[config.mk]
export PLATFORM = sky130hd
export DESIGN_NAME = lbim_top
export DESIGN_NICKNAME = d
export VERILOG_FILES = /design/src/logic/lbim_pkg.sv /design/src/logic/lbim_reg_bank.sv /design/src/logic/lbim_top.sv
export VERILOG_INCLUDE_DIRS = /design/src /design/src/logic
export SDC_FILE = /design/constraint.sdc
export NUM_CORES = 1
export LEC_CHECK = 0
export BUFFER_PORTS_ARGS = -buffer_cell sky130_fd_sc_hd__buf_4
export CAP_MARGIN = 20
export CORE_MARGIN = 2
export CORE_UTILIZATION = 42
export CTS_CLUSTER_SIZE = 10
export DETAILED_ROUTE_END_ITERATION = 10
export PLACE_DENSITY = 0.75
export SETUP_SLACK_MARGIN = 0.4
export SLEW_MARGIN = 5
export SYNTH_ARGS = -nofsm -noshare
export SYNTH_HDL_FRONTEND = slang
export SYNTH_SLANG_ARGS = --single-unit
export TNS_END_PERCENT = 30
[constraint.sdc]
create_clock -name core_clk_i -period 2.7 [get_ports core_clk_i]
set_input_delay 0.135 -clock core_clk_i [delete_from_list [all_inputs] [get_ports core_clk_i]]
set_output_delay 0.135 -clock core_clk_i [all_outputs]
set_load 0.05 [all_outputs]
[src/logic/lbim_params.svh]
`ifndef LBIM_PARAMS_SVH
`define LBIM_PARAMS_SVH

// Register offsets (byte addresses)
`define LBIM_OFF_STATUS    12'h500
`define LBIM_OFF_MASK      12'h504
`define LBIM_OFF_ENABLE    12'h508
`define LBIM_OFF_OUTBOX    12'h600

// Reset values
`define LBIM_RST_STATUS    32'h0000_0000
`define LBIM_RST_MASK      32'h0000_0000
`define LBIM_RST_ENABLE    32'h0000_0000
`define LBIM_RST_OUTBOX    32'h0000_0000

// Field positions
`define LBIM_SRC_BITS      19
`define LBIM_BIT_TRUNC     8
`define LBIM_BIT_STARVE    9
`define LBIM_BIT_TIMEOUT   10
`define LBIM_BIT_PROTO     11
`define LBIM_BIT_MBX_WR    12
`define LBIM_BIT_MBX_RD    13
`define LBIM_BIT_PIO_RD    14
`define LBIM_BIT_PIO_WR    15
`define LBIM_BIT_TXDMA     16
`define LBIM_BIT_RXDMA     17
`define LBIM_BIT_EXTIRQ    18
`define LBIM_MBOX_BITS     16
`define LBIM_CFG_MBX_IRQ   2

// Local bus address of the outbound mailbox
`define LBIM_LB_ADDR_OUTBOX 15'h0008

`endif

[src/logic/lbim_pkg.sv]
package lbim_pkg;

   // CPU register access
   typedef struct packed {
      logic        rd;
      logic        wr;
      logic [11:0] addr;
      logic [31:0] wdata;
   } lbim_cpu_req_t;

   // Event strobes from the local bus logic
   typedef struct packed {
      logic trunc;
      logic starve;
      logic timeout;
      logic proto;
      logic mbx_wr;
      logic pio_rd_to;
      logic pio_wr_to;
      logic txdma_to;
      logic rxdma_to;
      logic ext_irq;
   } lbim_events_t;

   // Local bus master read strobe
   typedef struct packed {
      logic        rd;
      logic [14:0] addr;
   } lbim_lb_rd_t;

   // Outbound mailbox handshake states
   typedef enum logic [0:0] {
      LBIM_MBX_IDLE    = 1'b0,
      LBIM_MBX_PENDING = 1'b1
   } lbim_mbx_state_t;

endpackage

[src/logic/lbim_reg_bank.sv]
`timescale 1ns/10ps
`include "lbim_params.svh"

module lbim_reg_bank #(
   parameter int WIDTH = 32
) (
   input  wire logic             core_clk_i,   // System clock
   input  wire logic             reset_i,      // Async reset, high
   input  wire logic             wr_en_i,      // Write strobe
   input  wire logic [WIDTH-1:0] wr_mask_i,    // Writable bits
   input  wire logic [WIDTH-1:0] wr_data_i,    // Write data
   output logic      [WIDTH-1:0] q_o           // Stored value
);

   logic [WIDTH-1:0] next_q;

   ////////////////////////////////////////////////////////////////////////
   // Masked write of the stored word
   always_comb
   begin
      next_q = q_o;
      if (wr_en_i)
      begin
         next_q = (q_o & ~wr_mask_i) | (wr_data_i & wr_mask_i);
      end
   end

   always_ff @(posedge core_clk_i or posedge reset_i)
   begin
      if (reset_i)
      begin
         q_o <= '0;
      end
      else
      begin
         q_o <= next_q;
      end
   end

endmodule

[src/logic/lbim_top.sv]
`timescale 1ns/10ps
`include "lbim_params.svh"

module lbim_top
   import lbim_pkg::*;
(
   input  wire logic                 core_clk_i,  // 200 MHz clock
   input  wire logic                 reset_i,     // Async reset, high
   input  lbim_pkg::lbim_cpu_req_t   cpu_req_i,   // CPU register access
   output logic      [31:0]          cpu_rdata_o, // CPU read data
   input  wire logic [31:0]          misc_cfg_i,  // Misc config word
   input  wire logic                 host_mode_i, // Device in host mode
   input  lbim_pkg::lbim_events_t    events_i,    // Event strobes
   input  lbim_pkg::lbim_lb_rd_t     lb_rd_i,     // Master read strobe
   output logic      [15:0]          lb_mbox_o,   // Mailbox to master
   output logic                      host_irq_line_o, // Line to master
   output logic                      irq_o,       // Block interrupt
   output logic      [18:0]          status_o     // Status snapshot
);
   import lbim_pkg::*;

   localparam int NSRC = `LBIM_SRC_BITS;
   localparam int MBW  = `LBIM_MBOX_BITS;

   // Writable bits of the stored registers
   localparam logic [31:0] MASK_WBITS   = 32'h0007_ffff;
   localparam logic [31:0] ENABLE_WBITS = 32'h0000_0001;
   localparam logic [31:0] OUTBOX_WBITS = 32'h0000_ffff;

   logic [NSRC-1:0] status;
   logic [NSRC-1:0] next_status;
   logic [NSRC-1:0] set_vec;
   logic [NSRC-1:0] clr_vec;
   logic [31:0]     mask_q;
   logic [31:0]     enable_q;
   logic [31:0]     outbox_q;
   logic            wr_mask;
   logic            wr_enable;
   logic            wr_outbox;
   logic            wr_status;
   logic            lb_outbox_rd;
   lbim_mbx_state_t mbx_state;
   lbim_mbx_state_t next_mbx_state;
   logic [31:0]     next_rdata;
   logic            next_irq;
   logic [NSRC-1:0] masked_vec;
   logic            next_line;
   logic [MBW-1:0]  next_mbox;

   ////////////////////////////////////////////////////////////////////////
   // Address decode of CPU writes
   always_comb
   begin
      wr_status = 1'b0;
      wr_mask   = 1'b0;
      wr_enable = 1'b0;
      wr_outbox = 1'b0;
      if (cpu_req_i.wr)
      begin
         unique case (cpu_req_i.addr)
            `LBIM_OFF_STATUS: wr_status = 1'b1;
            `LBIM_OFF_MASK:   wr_mask   = 1'b1;
            `LBIM_OFF_ENABLE: wr_enable = 1'b1;
            `LBIM_OFF_OUTBOX: wr_outbox = 1'b1;
            default:          wr_status = 1'b0;
         endcase
      end
   end

   // Master read of the outbound mailbox
   assign lb_outbox_rd = lb_rd_i.rd &&
                         lb_rd_i.addr == `LBIM_LB_ADDR_OUTBOX;

   ////////////////////////////////////////////////////////////////////////
   // Mask, enable and mailbox storage
   // mask bits 18:0
   lbim_reg_bank #(.WIDTH(32)) u_mask (
      .core_clk_i (core_clk_i),
      .reset_i    (reset_i),
      .wr_en_i    (wr_mask),
      .wr_mask_i  (MASK_WBITS),
      .wr_data_i  (cpu_req_i.wdata),
      .q_o        (mask_q)
   );

   lbim_reg_bank #(.WIDTH(32)) u_enable (
      .core_clk_i (core_clk_i),
      .reset_i    (reset_i),
      .wr_en_i    (wr_enable),
      .wr_mask_i  (ENABLE_WBITS),
      .wr_data_i  (cpu_req_i.wdata),
      .q_o        (enable_q)
   );

   lbim_reg_bank #(.WIDTH(32)) u_outbox (
      .core_clk_i (core_clk_i),
      .reset_i    (reset_i),
      .wr_en_i    (wr_outbox),
      .wr_mask_i  (OUTBOX_WBITS),
      .wr_data_i  (cpu_req_i.wdata),
      .q_o        (outbox_q)
   );

   ////////////////////////////////////////////////////////////////////////
   // Event sources onto status positions
   always_comb
   begin
      set_vec = '0;
      set_vec[`LBIM_BIT_TRUNC]   = events_i.trunc;
      set_vec[`LBIM_BIT_STARVE]  = events_i.starve;
      set_vec[`LBIM_BIT_TIMEOUT] = events_i.timeout;
      set_vec[`LBIM_BIT_PROTO]   = events_i.proto;
      set_vec[`LBIM_BIT_MBX_WR]  = events_i.mbx_wr;
      set_vec[`LBIM_BIT_MBX_RD]  = lb_outbox_rd;
      set_vec[`LBIM_BIT_PIO_RD]  = host_mode_i && events_i.pio_rd_to;
      set_vec[`LBIM_BIT_PIO_WR]  = host_mode_i && events_i.pio_wr_to;
      set_vec[`LBIM_BIT_TXDMA]   = host_mode_i && events_i.txdma_to;
      set_vec[`LBIM_BIT_RXDMA]   = host_mode_i && events_i.rxdma_to;
      set_vec[`LBIM_BIT_EXTIRQ]  = host_mode_i && events_i.ext_irq;
   end

   assign clr_vec = wr_status ? cpu_req_i.wdata[NSRC-1:0] : '0;

   ////////////////////////////////////////////////////////////////////////
   // Status bits, set wins over clear
   // mask not involved here
   genvar gi;
   generate
      for (gi = 0; gi < NSRC; gi++)
      begin : g_stat
         assign next_status[gi] = set_vec[gi] |
                                  (status[gi] & ~clr_vec[gi]);
      end
   endgenerate

   // Status register
   always_ff @(posedge core_clk_i or posedge reset_i)
   begin
      if (reset_i)
      begin
         status <= '0;
      end
      else
      begin
         status <= next_status;
      end
   end

   ////////////////////////////////////////////////////////////////////////
   // Outbound mailbox line to master
   always_comb
   begin
      next_mbx_state = mbx_state;
      unique case (mbx_state)
         LBIM_MBX_IDLE:
         begin
            if (wr_outbox && misc_cfg_i[`LBIM_CFG_MBX_IRQ])
            begin
               next_mbx_state = LBIM_MBX_PENDING;
            end
         end
         LBIM_MBX_PENDING:
         begin
            if (lb_outbox_rd && !wr_outbox)
            begin
               next_mbx_state = LBIM_MBX_IDLE;
            end
         end
      endcase
   end

   // Handshake state register
   always_ff @(posedge core_clk_i or posedge reset_i)
   begin
      if (reset_i)
      begin
         mbx_state <= LBIM_MBX_IDLE;
      end
      else
      begin
         mbx_state <= next_mbx_state;
      end
   end

   ////////////////////////////////////////////////////////////////////////
   // Per-bit gating of status by mask
   // one mask bit per source
   generate
      for (gi = 0; gi < NSRC; gi++)
      begin : g_mask
         assign masked_vec[gi] = status[gi] & mask_q[gi];
      end
   endgenerate

   ////////////////////////////////////////////////////////////////////////
   // Read mux for the CPU
   always_comb
   begin
      next_rdata = 32'h0000_0000;
      if (cpu_req_i.rd)
      begin
         unique case (cpu_req_i.addr)
            `LBIM_OFF_STATUS: next_rdata = {13'h0000, status};
            `LBIM_OFF_MASK:   next_rdata = mask_q;
            `LBIM_OFF_ENABLE: next_rdata = enable_q;
            `LBIM_OFF_OUTBOX: next_rdata = outbox_q;
            default:          next_rdata = 32'h0000_0000;
         endcase
      end
   end

   // Read data register
   always_ff @(posedge core_clk_i or posedge reset_i)
   begin
      if (reset_i)
      begin
         cpu_rdata_o <= 32'h0000_0000;
      end
      else
      begin
         cpu_rdata_o <= next_rdata;
      end
   end

   ////////////////////////////////////////////////////////////////////////
   // Interrupt, line and mailbox outputs
   always_comb
   begin
      next_irq  = enable_q[0] && (|masked_vec);
      next_line = next_mbx_state == LBIM_MBX_PENDING;
      // mailbox data after this cycle's write
      next_mbox = next_outbox_data(outbox_q, wr_outbox, cpu_req_i.wdata);
   end

   // Output registers toward the master and the CPU
   always_ff @(posedge core_clk_i or posedge reset_i)
   begin
      if (reset_i)
      begin
         irq_o           <= 1'b0;
         host_irq_line_o <= 1'b0;
         lb_mbox_o       <= 16'h0000;
         status_o        <= '0;
      end
      else
      begin
         irq_o           <= next_irq;
         host_irq_line_o <= next_line;
         lb_mbox_o       <= next_mbox;
         status_o        <= next_status;
      end
   end

   // Mailbox data as seen after this cycle's write
   function automatic logic [MBW-1:0] next_outbox_data(
      input logic [31:0] cur,
      input logic        we,
      input logic [31:0] wd
   );
      next_outbox_data = we ? wd[MBW-1:0] : cur[MBW-1:0];
   endfunction

endmodule

* Word level (Yosys, flattened, before mapping)
Index checks and enable logic that the tools add are counted.
** Storage, ports and cells
- Memories kept :: 0
- Bits in read-only memories :: 0
- Bits in latches :: 0
- Register bits after elaboration :: 165
- RAM bits :: 0
- Word-level logic and storage cells :: 111
- Input port bits :: 107
- Output and inout bits :: 69
** Operators by class
- Div/mod/pow operators :: 0
- Shift operators :: 0
- Multiply operators :: 0
- Bitwise gates (word level) :: 72
- Multiplexer cells :: 15
- Reductions and logical operators :: 11
- Eq/ne operators :: 5
- Add/sub/neg operators :: 0
- Magnitude comparators :: 0
** Operator list (number)
- $pmux 32 s4 :: 1
- $eq 12x11->1 const B :: 4
- $and 1x1->1 :: 38
- $mux 32 :: 1
- $or 32x1->32 :: 1
- $or 32x16->32 :: 1
- $or 32x19->32 :: 1
- $not 1->1 :: 20
- $mux 19 :: 1
- $reduce_or 19->1 :: 1
- $mux 16 :: 1
- $eq 15x4->1 const B :: 1
- $or 1x1->1 :: 11
- $mux 1 :: 10
- $logic_and 1x1->1 :: 9
- $pmux 1 s2 :: 1
- $logic_not 1->1 :: 1

* Depth between registers and ports, before layout
- Word-level depth :: 7
- Gate-level depth with buffers :: 7
- Depth with buffers taken out :: 4

* Cells and area by module
From an unflattened synthesis, not the netlist that was laid out.
** Unflattened totals
- Cell total of the unflattened synthesis :: 597
- Area total of the unflattened synthesis :: 7717.4 µm²
** Modules (own cells, without submodules)
- lbim_reg_bank :: cells each 100, instances 3, area an instance 1431.4 µm²
- lbim_top :: cells each 297, instances 1, area an instance 3423.3 µm²

* Worst setup path before layout
No wires, ideal clock.
- Path type :: input to register
- Start point :: input port cpu_req_i[37] (netlist name)
- End point :: register u_mask.q_o[10]
- Stages :: 7
- Required time :: 2575 ps
- Arrival :: 1927 ps
- Library setup time :: 125 ps
- Path buffers :: 3
- Slack :: 648 ps
- Cell sequence :: or4_1 -> buf_2 -> nor4_4 -> and4b_1 -> buf_6 -> buf_12 -> mux2_4
** Between the ends
- Cells in the longest elaborated chain, start to end :: 3
** RTL lines
- start, declared :: line lbim_top.sv:9 : input lbim_pkg::lbim_cpu_req_t cpu_req_i,
- $eq 12x11->1 :: line lbim_top.sv:60 : unique case (cpu_req_i.addr)
- $mux 1 :: line lbim_top.sv:60
- $mux 1 :: line lbim_top.sv:58 : if (cpu_req_i.wr)
- end signal, assigned :: line lbim_reg_bank.sv:36 : q_o <= next_q;
- end, declared :: line lbim_reg_bank.sv:12 : output logic [WIDTH-1:0] q_o
No other way between the ends.
A chain may end at the register's enable or synchronous reset.

* Final worst setup path
- Start point :: input port cpu_req_i[37] (netlist name)
- End point :: register u_mask.q_o[0]
The elaborated chain is that of the path after synthesis.

==> impl_metrics.ini <==
[run_status]
status = completed

[timing]
period_share = 0.681
hold_viol_final = 0
finClkSkew_ns = 0.00696
period_minus_slack_ns = 1.84
worstMarginPinSlew_ns = 0.585
fin_tns_setup_ns = 0
setup_viol = 0
max_slew_margin = 0.609
rsz0062_at_grt = false
report.final.slew_viol_count = 0
max_freq_mhz = 544

[worst_setup_path]
cp.arrival_ns = 2.09
cp-start-kind = input port
worstRegToRegCells = 4
worstReg2RegStart = status_o[10]$_DFF_PP0_
cp.required_ns = 2.95
worstSetupPathType = input port to register
end_kind = register
critical_path.max_stage_delay_ns = 0.70
r2r_end = irq_o$_DFF_PP0_
worstSetupStartpoint = cpu_req_i[37]
cp_slowest_cell = or4_1
cp_max_fo = 11
critical-path-top-delay-family = simple AND/OR/NAND/NOR gates
crit_top_cell = buf_4
rrSetupSlack_ns = 1.24
crit_path_cell_trace = buf_4 > or4_1 > nor4_4 > and4b_1 > buf_4 > mux2_2
critPathBufInv = 2

[final_layout]
multi_input_area_um2 = 1420
final_core_util = 0.588
final_layout_size_suffix_gt1_frac = 0.447
seqCellArea_um2 = 2330
antenna_cells = 0
final_cells = 563
nets = 554
fillers = 738
syn2layout_area_growth_pct = 37.6

[yosys]
syn-cell-area_um2 = 3910
yosys_warnings = 0
yosys-top-cells-area = dfrtp_1 59%, mux2_2 7.5%, a22oi_1 3.8%
synth-seq-cells = 93
synth_most_common_cell = dfrtp_1
syn-num-nets = 404
yosysSeqAreaShare = 0.595
synth_edf_count = 0
post-synth-top-area-fraction = 0.595
yosys.area.top_type = dfrtp_1
synth_cells = 297
netlist_top_cells_count = 93 x dfrtp_1, 35 x nor2_1, 26 x mux2_2
synth_flop_cell = dfrtp_1
synth-async-reset-ratio = 1.00
avgSynthCellArea_um2 = 13.2
synth.distinct_cells = 42

[clock_tree]
insertion_delay_ns = 0.35
root_buffer = clkbuf_8
clkTransAtPathRegs_ns = 0.09
cts_post_setup_buffers_inserted = 0
cts_made_buffers = 9
h-tree-depth = 3
cts.sinks = 93
cts_tree = done
clock_path_buffers = 2

[flow_run]
max_cap_violations = 0

[global_routing]
grt.total_usage = 0.199
grt_pass1_vias = 2986
grt-ovfl-total = 0
grt_pass1_wl_mm = 15.4
grt_max_degree = 45
grt_antenna_before_repair = 0

[min_path]
whs_endpoint = u_mask.q_o[12]$_DFFE_PP0P_
min_from = cpu_req_i[12]
hold_class = input port to register
hold_path_depth = 2

[pwr]
p_sw_uw = 626
ir_drop_mv = 0.197
switching_share = 0.244
p_clk_frac = 0.360
sequentialPowerShare = 0.546
cellPowerDensity_nw_per_um2 = 477
intPower_uw = 1940
p_leak_uw = 0.00265
comb_power_share = 0.094

[drt]
wl_per_cell_um = 17.2
drt_wl_total_mm = 9.71
drcViolationCount = 0
ant_nets = 0
drtIter0Drc = 63
vias = 2963
via_per_inst = 5.26
drt-pass1-iter-count = 4

[floorplan]
io_pins = 176
initial_core_util = 0.428
die_h_um = 101
core-area_um2 = 9150
fp.dieW_um = 101
fp-row-count = 35
die_area_um2 = 10100

[placed_design]
dp_hpwl_mm = 6.69
place_congestion = 0.787
dp_cells = 526
io_buffer_count = 131
==> how the worst max path moves through the flow <==
stage,end,cells after the start
after floorplan,u_mask.q_o[10]$_DFFE_PP0P_,7
after global placement,u_mask.q_o[2]$_DFFE_PP0P_,6
after detailed placement,u_mask.q_o[0]$_DFFE_PP0P_,6
after CTS,u_mask.q_o[0]$_DFFE_PP0P_,6
after global routing,u_mask.q_o[3]$_DFFE_PP0P_,6
final,u_mask.q_o[0]$_DFFE_PP0P_,6
==> layout by cell type (no fill, tap or decap), drive strengths merged, types with 5 or more instances in the layout <==
| master | n |
|---|---|
| buf | 142 |
| dfrtp | 93 |
| mux2 | 36 |
| nor2 | 35 |
| dlygate4sd3 | 21 |
| a22oi | 20 |
| mux2i | 13 |
| nand2 | 11 |
| a22o | 10 |
| clkbuf | 9 |
| a21boi | 8 |
| a21o | 6 |
| nor4 | 5 |
==> cells by family (layout without fill, tap and decap cells) <==
logic type	Yosys count	in the layout	synth area share
DFF	93	93	0.595
AOI/OAI and AO/OA	56	56	0.113
and+or+nand+nor	72	72	0.102
muxes	49	49	0.146
buffers and inverters	26	181	0.0438
other	1	1	0.000958
==> repair_timing <==
action                                 4_1_cts  5_1_grt
hold buffers                                21        0
endpoints found under the hold margin       45        0
resized for setup                            0        0
==> layer usage <==
metal  GRT usage  vias up  wire (µm)
li1            -     1370          -
met1       0.259     1461       4090
met2       0.331      119       4880
met3      0.0430       13        585
met4      0.0695        0        155
met5           0        -          0
==> state kept, by name (all words and copies together), names as in the netlist <==
register         count
cpu_rdata_o         20
u_mask.q_o          19
u_enable.q_o         1
lb_mbox_o           16
u_outbox.q_o        16
irq_o                1
status_o            19
host_irq_line_o      1
==> per-stage QoR <==
| stage | total power (µW) | instance area, µm² | hold WS [ns] | setup WS (ns) |
|---|---|---|---|---|
| after floorplan | 1540 | 3920 | 0.227 | 0.648 |
| after global placement | 1640 | 4980 | 0.230 | 0.528 |
| after detailed placement | 1650 | 4980 | 0.235 | 0.491 |
| after CTS | 2600 | 5380 | 0.00823 | 0.882 |
| after global routing | 2670 | 5380 | 0.0100 | 0.797 |
| final | 2570 | 5380 | 0.0264 | 0.861 |
==> power groups by stage <==
stage,clock network (µW),logic [µW],registers [µW]
final,924,242,1400
after global routing,1010,261,1400
after CTS,953,245,1400
after detailed placement,0,220,1430
after global placement,0,217,1430
after floorplan,0,105,1430
==> cell type report <==
| type | instances | share of cell area |
|---|---|---|
| flip-flops and latches | 93 | 0.432 |
| multi-input cells | 178 | 0.264 |
| repair buffers | 163 | 0.239 |
| well taps | 111 | 0.0258 |
| clock buffers | 9 | 0.0230 |
| clock inverters | 7 | 0.0135 |
| inverters | 2 | 0.00209 |
Note: power is estimated with default switching activity, not from simulation.
